==> src/ufb_pkg.sv <==
// Contract
// - engine generates and checks crc, does nrzi coding and bit stuffing on the bus.
// - five endpoints: control ep0, ep1 and ep2 each one in and one out.
// - ep0 and ep1 own two 16-byte buffers, ep2 owns two 64-byte buffers.
// - ep2 mode field: 00 normal, 01 upload, 10 download; selects ep2 buffer area.
// - token to valid endpoint moves transaction data to or from that endpoint buffer.
// - normal mode raises an interrupt when each endpoint transaction finishes.
// - normal mode limits ep2 to 64 bytes; 512 bytes need service per packet.
// - normal mode forces ep2 direction status to nak after correct transfer; software revalidates.
// - data buffer is double: coprocessor uses one 512-byte block, usb the other.
// - upload/download advances ep2 address by 64 per packet until block full.
// - after 512 bytes the manager switches to the other block if available.
// - if next block unavailable, ep2 answers not available until coprocessor releases one.
// - manager answers nak on ep2 while current block is not ready.
// - manager is an independent state machine running beside the processor.
// - writing 1 to reinit control restarts the manager so both sides resynchronise.
// - dedicated buffer status flags are readable by the coprocessor.
// - short packet in upload or download reverts ep2 to normal mode.
// - short packet stored in a block; last addressed block index kept for software.
// - in wait the logic runs and enabled events wake the device.
// - in halt logic is frozen; bus activity in suspend raises suspend end event. The code latches it only while i_ce is high, never during halt.
// - seven events request interrupts only when enabled and global mask clear.
// - suspend end uses its own wake vector; others share a non-waking vector.
// - block status 0 not full/empty, 1 full to send or holding unconsumed data.
// - reinit write also zeroes block index, both status bits and packet counter.
// - suspend request flag sets after bus idle longer than 3 ms.
package ufb_pkg;
    // ==========================================================
    // register map
    localparam logic [3:0] REG_CONTROL     = 4'h0; // usb_control_reg: mode
    localparam logic [3:0] REG_BUF_CTRL    = 4'h1; // buffer_control_status
    localparam logic [3:0] REG_INT_STATUS  = 4'h2;
    localparam logic [3:0] REG_INT_ENABLE  = 4'h3;
    localparam logic [3:0] REG_EP2_STATUS  = 4'h4; // bit0 rx valid, bit1 tx valid
    localparam logic [3:0] REG_EP2_COUNT   = 4'h5; // last packet byte count
    localparam logic [3:0] REG_EP_ADDR     = 4'h6; // ep2 physical address low
    localparam logic [3:0] REG_EP_ADDR_HI  = 4'h7;
    // field positions
    localparam int BUF_REINIT_BIT = 0;
    localparam int MODE_LSB       = 4;
    // modes
    localparam logic [1:0] MODE_NORMAL   = 2'h0;
    localparam logic [1:0] MODE_UPLOAD   = 2'h1;
    localparam logic [1:0] MODE_DOWNLOAD = 2'h2;
    // interrupt bit positions
    localparam int IRQ_CTR   = 7;
    localparam int IRQ_SETUP_OVERRUN_FLAG  = 5;
    localparam int IRQ_ERR   = 4;
    localparam int IRQ_SUSPEND_REQUEST_FLAG  = 3;
    localparam int IRQ_SUSPEND_END_FLAG = 2;
    localparam int IRQ_RESET = 1;
    localparam int IRQ_SOF   = 0;
    localparam logic [7:0] IRQ_VALID_MASK = 8'hBF;
    // sizes
    localparam logic [6:0] EP2_MAX_PACKET = 7'h40;
    localparam logic [9:0] EP2_STEP       = 10'h040;
    localparam logic [2:0] PKTS_PER_BLOCK = 3'h7; // last packet index of a block
    localparam logic [7:0] RESET_BYTE     = 8'h00;
    // timing
    localparam int CLK_HZ          = 10_000_000;
    localparam int SUSPEND_REQUEST_FLAG_IDLE_US    = 3000;
    localparam int SUSPEND_REQUEST_FLAG_IDLE_CYC   = (CLK_HZ / 1_000_000) * SUSPEND_REQUEST_FLAG_IDLE_US + 1;
    // manager states
    typedef enum logic [3:0] {
        MGR_IDLE   = 4'h1,
        MGR_STREAM = 4'h2,
        MGR_WAIT   = 4'h4,
        MGR_SHORT  = 4'h8
    } ufb_mgr_type;
    // packet completion report from serial_interface_engine
    typedef struct packed {
        logic       done;   // one-cycle pulse
        logic       is_in;  // 1 in (tx), 0 out (rx)
        logic [1:0] ep;
        logic [6:0] count;
    } ufb_pkt_type;
endpackage : ufb_pkg

==> src/ufb_top.sv <==
// Chosen here: the placing of the registers and the plain strobed port.
`timescale 1ns/1ps
module ufb_top
    import ufb_pkg::*;
#(
    parameter int SUSPEND_REQUEST_FLAG_IDLE_CYCLES = SUSPEND_REQUEST_FLAG_IDLE_CYC
) (
    // clock and reset
    input  wire logic        i_clk,
    input  wire logic        i_rst_n,
    input  wire logic        i_ce,          // low freezes all state (halt)
    // register port
    input  wire logic [3:0]  i_addr,
    input  wire logic [7:0]  i_wdata,
    input  wire logic        i_wr,
    input  wire logic        i_rd,
    output logic      [7:0]  o_rdata,
    // serial_interface_engine events
    input  wire ufb_pkt_type i_pkt,
    input  wire logic        i_setup_ovr,
    input  wire logic        i_bus_err,
    input  wire logic        i_bus_reset,
    input  wire logic        i_sof,
    input  wire logic        i_bus_idle,    // line state, asynchronous
    input  wire logic        i_suspended,
    // transfer_coprocessor block release
    input  wire logic        i_blk_release, // one-cycle pulse
    input  wire logic        i_blk_sel,
    // processor
    input  wire logic        i_global_mask, // high blocks all requests
    // outputs
    output logic      [9:0]  o_ep2_addr,    // ep2 physical buffer offset
    output logic             o_ep2_nak,     // ep2 must answer nak
    output logic      [1:0]  o_block_status_pair,
    output logic             o_current_block_index,
    output logic             o_irq_main,
    output logic             o_irq_wake
);
    // ==========================================================
    // registers
    logic [1:0]  mode_ff;
    logic [7:0]  int_flag_ff;
    logic [7:0]  int_en_ff;
    logic [1:0]  ep2_valid_ff;         // bit0 rx, bit1 tx
    logic [6:0]  ep2_count_ff;
    logic [2:0]  pkt_cnt_ff;
    logic        blk_ff;
    logic [1:0]  stat_ff;
    ufb_mgr_type state_ff;
    logic [7:0]  rdata_ff;
    logic [2:0]  idle_sync_ff;
    logic [31:0] idle_cnt_ff;
    logic        suspend_request_flag_prev_ff;
    logic        idle_seen_ff;
    logic        idle_lvl_ff;          // idle level once two stages agree

    // ==========================================================
    // decode
    wire wr_ctl     = i_wr && (i_addr == REG_CONTROL);
    wire wr_buf     = i_wr && (i_addr == REG_BUF_CTRL);
    wire wr_istat   = i_wr && (i_addr == REG_INT_STATUS);
    wire wr_ien     = i_wr && (i_addr == REG_INT_ENABLE);
    wire wr_ep2     = i_wr && (i_addr == REG_EP2_STATUS);
    wire reinit     = wr_buf && i_wdata[BUF_REINIT_BIT];
    wire ep2_pkt    = i_pkt.done && (i_pkt.ep == 2'h2);
    wire streaming  = (mode_ff == MODE_UPLOAD) || (mode_ff == MODE_DOWNLOAD);
    wire short_pkt  = ep2_pkt && streaming && (i_pkt.count < EP2_MAX_PACKET);
    wire blk_last   = (pkt_cnt_ff == PKTS_PER_BLOCK);
    wire stream_pkt = ep2_pkt && streaming && !short_pkt && (state_ff == MGR_STREAM);
    wire blk_done   = stream_pkt && blk_last;
    wire other_rdy  = stat_ff[~blk_ff] == (mode_ff == MODE_UPLOAD);
    wire cur_rdy    = stat_ff[blk_ff]  == (mode_ff == MODE_UPLOAD);
    wire rel_hit    = i_blk_release;
    // status: upload full=1 ready; download empty=0 ready
    wire [1:0] rel_val = {2{mode_ff == MODE_UPLOAD}};

    // ==========================================================
    // pin input synchroniser and idle timer
    wire idle_stable = idle_lvl_ff;   // second and third stage agreed on it
    wire suspend_request_flag_evt    = idle_stable && (idle_cnt_ff == SUSPEND_REQUEST_FLAG_IDLE_CYCLES - 1) && !idle_seen_ff;
    wire suspend_end_flag_evt   = suspend_request_flag_prev_ff && !i_suspended; // bus activity ends suspend

    // ==========================================================
    // event vector; set wins over software clear
    logic [7:0] events;
    always_comb begin
        events           = RESET_BYTE;
        events[IRQ_CTR]   = i_pkt.done;
        events[IRQ_SETUP_OVERRUN_FLAG]  = i_setup_ovr;
        events[IRQ_ERR]   = i_bus_err;          // crc/stuff/framing errors
        events[IRQ_SUSPEND_REQUEST_FLAG]  = suspend_request_flag_evt;
        events[IRQ_SUSPEND_END_FLAG] = suspend_end_flag_evt;
        events[IRQ_RESET] = i_bus_reset;
        events[IRQ_SOF]   = i_sof;
    end
    wire [7:0] nxt_int_flag = ((wr_istat ? (int_flag_ff & i_wdata) : int_flag_ff) | events) & IRQ_VALID_MASK;
    wire [7:0] req = int_flag_ff & int_en_ff & {8{!i_global_mask}};
    // separate wake vector for suspend end only
    assign o_irq_wake = req[IRQ_SUSPEND_END_FLAG];
    assign o_irq_main = |(req & ~(8'h01 << IRQ_SUSPEND_END_FLAG));

    // ==========================================================
    // outputs
    assign o_ep2_addr            = {blk_ff, 9'h000} + {pkt_cnt_ff, 6'h00};
    assign o_ep2_nak             = streaming ? ((state_ff != MGR_STREAM) || !cur_rdy) : 1'b0;
    assign o_block_status_pair   = stat_ff;
    assign o_current_block_index = blk_ff;
    assign o_rdata               = rdata_ff;

    // ==========================================================
    // read mux, answered next cycle
    logic [7:0] rd_mux;
    always_comb begin
        rd_mux = RESET_BYTE;
        case (i_addr)
            REG_CONTROL:    rd_mux = {2'h0, mode_ff, 4'h0};
            REG_BUF_CTRL:   rd_mux = {4'h0, blk_ff, stat_ff, 1'b0};
            REG_INT_STATUS: rd_mux = int_flag_ff;
            REG_INT_ENABLE: rd_mux = int_en_ff;
            REG_EP2_STATUS: rd_mux = {6'h00, ep2_valid_ff};
            REG_EP2_COUNT:  rd_mux = {1'b0, ep2_count_ff};
            REG_EP_ADDR:    rd_mux = o_ep2_addr[7:0];
            REG_EP_ADDR_HI: rd_mux = {6'h00, o_ep2_addr[9:8]};
            default:        rd_mux = RESET_BYTE;
        endcase
    end

    // ==========================================================
    // manager next state; independent of the processor
    ufb_mgr_type nxt_state;
    always_comb begin
        nxt_state = state_ff;
        case (state_ff)
            MGR_IDLE:   nxt_state = streaming ? (cur_rdy ? MGR_STREAM : MGR_WAIT) : MGR_IDLE;
            MGR_STREAM: begin
                if (short_pkt)
                    nxt_state = MGR_SHORT;
                else if (!streaming)
                    nxt_state = MGR_IDLE;
                else if (blk_done)
                    nxt_state = other_rdy ? MGR_STREAM : MGR_WAIT;
                else if (!cur_rdy)
                    nxt_state = MGR_WAIT;                          // mode flip onto an unready block
            end
            MGR_WAIT:   nxt_state = !streaming ? MGR_IDLE : (cur_rdy ? MGR_STREAM : MGR_WAIT);
            MGR_SHORT:  nxt_state = MGR_IDLE;
            default:    nxt_state = MGR_IDLE;
        endcase
        if (reinit)
            nxt_state = MGR_IDLE;
    end

    // block status: usb consumption flips current, release restores
    logic [1:0] nxt_stat;
    always_comb begin
        nxt_stat = stat_ff;
        if (blk_done)
            nxt_stat[blk_ff] = ~rel_val[0];  // upload sent: not full; download filled
        if (rel_hit)
            nxt_stat[i_blk_sel] = rel_val[0];
        if (reinit)
            nxt_stat = 2'h0;
    end

    // ==========================================================
    // state
    always_ff @(posedge i_clk) begin
        if (!i_rst_n) begin
            mode_ff      <= MODE_NORMAL;
            int_flag_ff  <= RESET_BYTE;
            int_en_ff    <= RESET_BYTE;
            ep2_valid_ff <= 2'h0;
            ep2_count_ff <= 7'h00;
            rdata_ff     <= RESET_BYTE;
            idle_sync_ff <= 3'h0;
            idle_lvl_ff  <= 1'b0;
            suspend_request_flag_prev_ff <= 1'b0;
            state_ff     <= MGR_IDLE;
        end else if (i_ce) begin                                   // frozen in halt
            if (short_pkt)
                mode_ff <= MODE_NORMAL;
            else if (wr_ctl)
                mode_ff <= i_wdata[MODE_LSB +: 2];
            int_flag_ff  <= nxt_int_flag;
            if (wr_ien)
                int_en_ff <= i_wdata & IRQ_VALID_MASK;
            rdata_ff     <= i_rd ? rd_mux : RESET_BYTE;
            idle_sync_ff <= {idle_sync_ff[1:0], i_bus_idle};
            if (idle_sync_ff[2] == idle_sync_ff[1])
                idle_lvl_ff <= idle_sync_ff[2];                    // a lone glitch never counts
            suspend_request_flag_prev_ff <= i_suspended;
            state_ff     <= nxt_state;
            if (ep2_pkt)
                ep2_count_ff <= i_pkt.count;
            // normal mode forces nak after correct transfer, forced clear wins over software write
            if (ep2_pkt && !streaming)
                ep2_valid_ff[i_pkt.is_in] <= 1'b0;
            else if (wr_ep2)
                ep2_valid_ff <= i_wdata[1:0];
        end
    end

    // manager counters
    always_ff @(posedge i_clk) begin
        if (!i_rst_n) begin
            pkt_cnt_ff <= 3'h0;
            blk_ff     <= 1'b0;
            stat_ff    <= 2'h0;
        end else if (i_ce) begin
            stat_ff <= nxt_stat;
            if (reinit) begin
                pkt_cnt_ff <= 3'h0;
                blk_ff     <= 1'b0;
            end else if (stream_pkt) begin
                pkt_cnt_ff <= pkt_cnt_ff + 3'h1;                   // wraps at block end
                if (blk_last)
                    blk_ff <= ~blk_ff;
            end
        end
    end

    // idle timer; saturates so the flag sets once per idle period
    always_ff @(posedge i_clk) begin
        if (!i_rst_n) begin
            idle_cnt_ff  <= 32'h0;
            idle_seen_ff <= 1'b0;
        end else if (i_ce) begin
            if (!idle_stable || i_bus_reset) begin
                idle_cnt_ff  <= 32'h0;
                idle_seen_ff <= 1'b0;
            end else if (suspend_request_flag_evt)
                idle_seen_ff <= 1'b1;
            else if (!idle_seen_ff)
                idle_cnt_ff <= idle_cnt_ff + 32'h1;
        end
    end
endmodule : ufb_top

==> config.mk <==
export PLATFORM = sky130hd
export DESIGN_NAME = ufb_top
export DESIGN_NICKNAME = d
export VERILOG_FILES = /design/src/ufb_pkg.sv /design/src/ufb_top.sv
export SDC_FILE = /design/constraint.sdc
export NUM_CORES = 1
export LEC_CHECK = 0
export BUFFER_PORTS_ARGS = -buffer_cell sky130_fd_sc_hd__buf_2
export CAP_MARGIN = 20
export CORE_MARGIN = 5
export CORE_UTILIZATION = 38
export DETAILED_ROUTE_END_ITERATION = 10
export PLACE_DENSITY = 0.64
export SETUP_SLACK_MARGIN = 0.1
export SLEW_MARGIN = 20
export SYNTH_ARGS = -nofsm -noshare
export SYNTH_HDL_FRONTEND = slang
export SYNTH_SLANG_ARGS = --single-unit
==> constraint.sdc <==
create_clock -name i_clk -period 3.3 [get_ports i_clk]
set_clock_uncertainty 0.1 [all_clocks]
set_input_delay 0.495 -clock i_clk [delete_from_list [all_inputs] [get_ports i_clk]]
set_output_delay 0.495 -clock i_clk [all_outputs]
set_load 0.01 [all_outputs]
======== After elaboration in Yosys (flattened, before gate mapping) ========
Index checks and enable logic that the tools add are counted.
word-level totals
  bits in registers ....................... 81
  input bits .............................. 37
  output and inout port bits .............. 24
cells by class
  add/subtract/negate cells ............... 3
  order comparisons ....................... 8
  eq/ne operators ......................... 22
  muxes and demuxes ....................... 42
  bitwise gates (word level) .............. 8
  reduce and logical (&&, ||, !) cells .... 47
operators with widths
  operator                                               number
  two-way mux 32 bit                                     3
  one-hot mux 8 bit (8 select lines)                     1
  adder 32 x 1 -> 32 bit, second input constant          1
  equality test 32 x 15 -> 1 bit, second input constant  1
  bitwise AND 8 bit                                      3
  equality test 4 x 3 -> 1 bit, second input constant    5
  two-way mux 4 bit                                      5
  logical AND 1 bit                                      19
  two-way mux 8 bit                                      2
  AND reduction 2 bit                                    8
  two-way mux 3 bit                                      5
  two-way mux 2 bit                                      7
  two-way mux 1 bit                                      13
  equality test 4 x 2 -> 1 bit, second input constant    3
  adder 10 x 9 -> 10 bit                                 1
  nonzero test 2 bit                                     5
  equality test 4 x 1 -> 1 bit, second input constant    2
  < comparator 1 x 2 -> 1 bit, second input constant     4
  bitwise OR 8 bit                                       1
  one-hot mux 4 bit (2 select lines)                     1
  logical NOT 1 bit                                      7
  < comparator 7 bit, second input constant              1
  OR reduction 7 bit                                     1
  inequality test 6 bit, second input constant           1
  other kinds (17)                                       30

======== Logic depth before layout (Yosys ltp) ========
  depth in word-level cells ............... 13
  depth in mapped cells ................... 9
  mapped depth without buffers ............ 7

======== Worst setup path before layout ========
No wires, ideal clock.
  kind .................................... register to register
  start point ............................. register mode_ff[1]
  end point ............................... register stat_ff[0] (netlist: o_block_status_pair[0])
  library setup time ...................... 58 ps
  arrival time ............................ 1968 ps
  data required time ...................... 3142 ps
  slack ................................... 1174 ps
  cell stages (with the launch flop) ...... 8
  path buffers ............................ 0
  cell sequence ........................... dfxtp_1 -> inv_1 -> ha_1 -> and4bb_1 -> nand4_4 -> or4_1 -> a221oi_2 -> o21a_1
between the ends
  cells in the longest elaborated chain, start to end .. 12
  elaborated cells between the ends (all ways) .. 15
ends and longest elaborated chain
  item                                                                        RTL line                      source
  start, declared                                                             ufb_top.sv:41                 logic [1:0] mode_ff;
  start signal, assigned                                                      ufb_top.sv:183                mode_ff <= i_wdata[MODE_LSB +: 2];
  equality test 2 x 1 -> 1 bit / equality test 2 bit (equally long branches)  ufb_top.sv:66, ufb_top.sv:75
  logical OR 1 bit                                                            ufb_top.sv:66                 wire streaming = (mode_ff == MODE_UPLOAD) || (mode_ff == MODE_DOWNLOAD);
  logical AND 1 bit                                                           ufb_top.sv:67, ufb_top.sv:69
  logical AND 1 bit                                                           ufb_top.sv:67                 wire short_pkt = ep2_pkt && streaming && (i_pkt.count < EP2_MAX_PACKET);
  logical NOT 1 bit                                                           ufb_top.sv:69                 wire stream_pkt = ep2_pkt && streaming && !short_pkt && (state_ff == MGR_STREAM);
  logical AND 1 bit (2 in series)                                             ufb_top.sv:69
  logical AND 1 bit                                                           ufb_top.sv:70                 wire blk_done = stream_pkt && blk_last;
  two-way mux 2 bit                                                           ufb_top.sv:157                if (blk_done)
  bitwise mux 2 bit                                                           ufb_top.sv:160                nxt_stat[i_blk_sel] = rel_val[0];
  two-way mux 2 bit (*)                                                       ufb_top.sv:159                if (rel_hit)
  two-way mux 2 bit (*)                                                       ufb_top.sv:161                if (reinit)
  end signal, assigned                                                        ufb_top.sv:210                stat_ff <= nxt_stat;
  end, declared                                                               ufb_top.sv:48                 logic [1:0] stat_ff;
Every way passes the cells marked *; elsewhere a longest branch is shown, timed or not.
A chain may end at the register's enable or synchronous reset.

======== Final worst setup path ========
  start point ............................. register blk_ff (netlist: o_current_block_index)
  end point ............................... output port o_ep2_nak
between the ends
  cells in the longest elaborated chain, start to end .. 6
ends and longest elaborated chain
  item                                                   RTL line        source
  start, declared                                        ufb_top.sv:47   logic blk_ff;
  start signal, assigned                                 ufb_top.sv:217  blk_ff <= ~blk_ff;
  two-way mux 1 bit (not written as such) (2 in series)  ufb_top.sv:72   wire cur_rdy = stat_ff[blk_ff] == (mode_ff == MODE_UPLOAD);
  equality test 1 bit                                    ufb_top.sv:72
  logical NOT 1 bit                                      --
  logical OR 1 bit                                       ufb_top.sv:105  assign o_ep2_nak = streaming ? ((state_ff != MGR_STREAM) || !cur_rdy) : 1'b0;
  two-way mux 1 bit                                      ufb_top.sv:105
  end, declared                                          ufb_top.sv:33   output logic o_ep2_nak,
No other way between the ends. The select of a mux whose other input is x is not followed.

==> results.md <==
* Setup Fix Bufs, Post-CTS at 0
* Pin count of the biggest net entering global routing at 42
* MaxCap Viol Count at 0
* Yosys warns at 0
* LEAKAGE at 0.00178 µW
* DP HPWL at around 7.9 mm
* Synthesized cell area at approximately 0.0043 mm²
* Async SR Flop Fraction at 0%
* R2r setup slk at 0.91 ns
* Worst EP arrival at 1.82 ns
* Vias per cell at 5.53
* 1st-iter DRT viols at 300
* TNS Setup at 0 ns
* Max-slew headroom at 52.3%
* Die Height at 116 µm
* Post_cts resized at 0
* Residual DRC at 0
* Placer Congestion at 0.826
* CTS Hold Bufs at 0
* Vias in the first global route at 3854
* CP startpoint kind: flip-flop
* Unrepaired setup endpoints after global routing: false
* Reg2Reg Launch Point: mode_ff[1]
* CP startpoint: o_current_block_index
* Fin. Hold Viols at 0
* Tmin final at between 2 and 2.5 ns
* F_max at 414 MHz
* CTS Buf Count at 9
* Clock root cell: clkbuf_8
* Clock buffer depth at 2
* Unique masters post-synth at 59
* Peak VDD IR at 0.256 mV
* Hold WC Path Type: in -> reg
* CP Max Fanout at 12
* Overflow after GRT at 0
* Slew Viols, Final at 0
* CTS H-tree depth at 3
* Post-route ant nets at 0
* # diodes at 0
* Layout overhead on the synthesized area at 12.0%
* Fill cells at 1102
* Number of synthesized register bits at a little over 80
* PwrDens at 373 mW/mm²
* Sequential fraction of the synthesis area at 38.2%
* Measured slew at the worst slew-check pin at 0.715 ns
* Initial antenna violation count at 0
* Detailed Route WL at 10.7 mm
* Core ar. at between 0.01 and 0.015 mm²
* Worst setup EP type: primary output
* Clock sink total at 81
* Outcome: finished clean
* Die width at 116 µm
* Hold Crit Start: i_bus_err
* EDFF count, synth at 0
* Crit Path Category: reg -> out
* Gate Count Post-Synth at about 510
* Nets at a little under 600
* Fraction of layout cells with a size suffix above 1 at about 15%
* Avg Cell Area, Syn at 8.37 µm²
* Total die area at 0.0134 mm²
* Pre-antenna DRT Iters at 4
* Overall routing resource usage at 16.7%
* # IOs at a little over 60
* I/O Buffers at 53
* CTS tree: built
* Clk Latency, worst-skew pair at roughly 0.36 ns
* Row count at 38
* Total power at 1780 µW
* Fin crit share at 73.2%
* Synth Flop Type: dfxtp_1
* DR WL/cell at 15.5 µm
* Setup-failing EPs final at 0
* Initial Util at 39.0%
* Clk slew on worst S/H paths at about 0.08 ns
* Worst path required time at roughly 2.7 ns
* Vias at 3819
* First-pass GRT wire length at 18.1 mm
==> worst max-delay path, stage by stage (launching register included) <==
cell,delay [ns]
dfxtp_1,0.63
mux2i_1,0.27
xor2_1,0.20
and2_1,0.18
nor2_1,0.05
buf_2,0.14
==> power breakdown <==
group | internal [µW] | leakage, µW | switching (µW)
Combinational | 41.1 | 0.00104 | 84.3
Sequential | 987 | 0.000654 | 7.40
Clock | 323 | 0.0000875 | 333
==> final timing paths <==
kind / end / depth (start not counted)
worst max-delay path: o_ep2_nak / 5
worst min-delay path: int_flag_ff[4] / 3
worst max register to register: o_block_status_pair[0] / 7
worst min register to register: ep2_count_ff[4] / 2
==> state kept, by name, indices dropped and copies added (netlist names) <==
name                          cells
state_ff                          4
ep2_count_ff                      7
o_block_status_pair               2
suspend_request_flag_prev_ff      1
pkt_cnt_ff                        3
int_flag_ff                       7
ep2_valid_ff                      2
mode_ff                           2
o_current_block_index             1
idle_sync_ff                      3
idle_cnt_ff                      32
int_en_ff                         7
idle_seen_ff                      1
o_rdata                           8
idle_lvl_ff                       1
==> placed cells by master (no fill, tap or decap), drive strengths merged, types with 5 or more instances in the layout <==
cell type | netlist | routed
a21oi | 45 | 45
a22o | 6 | 6
a22oi | 7 | 7
and2 | 8 | 8
and3 | 7 | 7
buf | 17 | 56
clkbuf | 14 | 13
conb | 1 | 6
dfxtp | 81 | 81
ha | 5 | 5
inv | 10 | 10
mux2i | 21 | 21
nand2 | 62 | 62
nand2b | 6 | 6
nand3 | 16 | 16
nand3b | 5 | 5
nand4 | 20 | 20
nor2 | 41 | 41
nor4 | 9 | 9
o211ai | 7 | 7
o21ai | 34 | 34
or3 | 13 | 13
or4 | 5 | 5
xor2 | 16 | 16
==> logic make-up after synthesis <==
family / after synthesis / share of synthesized area, %
simple gates: 214 / 28.4
compound gates: 126 / 18.5
flops: 81 / 38.2
buf+inv: 41 / 4.39
mux: 23 / 5.48
xor+xnor: 17 / 3.50
fa+ha+maj: 5 / 1.47
other cells: 1 / 0.0882
==> routing by layer <==
metal  share of wire [%]  vias to the layer above  track usage (%)
met5                   0                        -                0
met4                 1.1                        0             4.95
met3                 5.2                        9             4.28
met2                  49                       84             28.3
met1                  45                     1797             21.0
li1                    -                     1929                -
==> synthesized netlist by cell type, types with 3 or more instances <==
cell       n  area (µm²)
a32oi_1    4        35.0
nor3_1     4        20.0
and2_1     8        50.1
o32ai_1    4        35.0
nor2_1    41         154
or3_1     13        81.3
a22o_1     6        52.6
o21ai_1   10        50.1
buf_2      5        25.0
and4_1     4        35.0
or4_1      5        37.5
and3_1     7        43.8
xor2_1    16         140
mux2i_1   21         210
nand2_1   60         225
nor2b_1    4        25.0
buf_1      5        18.8
nand2b_1   6        37.5
inv_1      8        30.0
buf_4      7        52.6
dfxtp_1   81        1620
nor4_4     3        63.8
o211ai_1   7        52.6
nor4_1     6        37.5
nand4_1   18         113
o31ai_1    3        22.5
nand3b_1   5        37.5
nand3_1   16        80.1
clkbuf_1  14        52.6
o21ai_0   23         115
ha_1       5        62.6
a21oi_1   45         225
a22oi_1    7        52.6
==> final cells by class <==
| type | instances | area [µm²] | share of cell area (%) |
|---|---|---|---|
| clock buffers | 13 | 169 | 3.55 |
| repair buffers | 56 | 288 | 6.05 |
| well taps | 140 | 175 | 3.68 |
| multi-input cells | 391 | 2470 | 51.9 |
| flip-flops and latches | 81 | 1620 | 34.1 |
| inverters | 10 | 37.5 | 0.789 |
==> stage by stage <==
| step | instance area, µm² | instances | hold WS, ns | worst slack [ns] | utilization, % |
|---|---|---|---|---|---|
| after floorplan | 4270 | 513 | 0.332 | 1.17 | - |
| after global placement | 4580 | 678 | 0.341 | 0.747 | 42.1 |
| after detailed placement | 4580 | 678 | 0.349 | 0.710 | 42.1 |
| after CTS | 4750 | 691 | 0.259 | 0.687 | 43.6 |
| after global routing | 4760 | 691 | 0.276 | 0.548 | 43.7 |
| final | 4760 | 691 | 0.281 | 0.885 | 43.7 |
No activity file was read; power rests on OpenSTA's default activity.
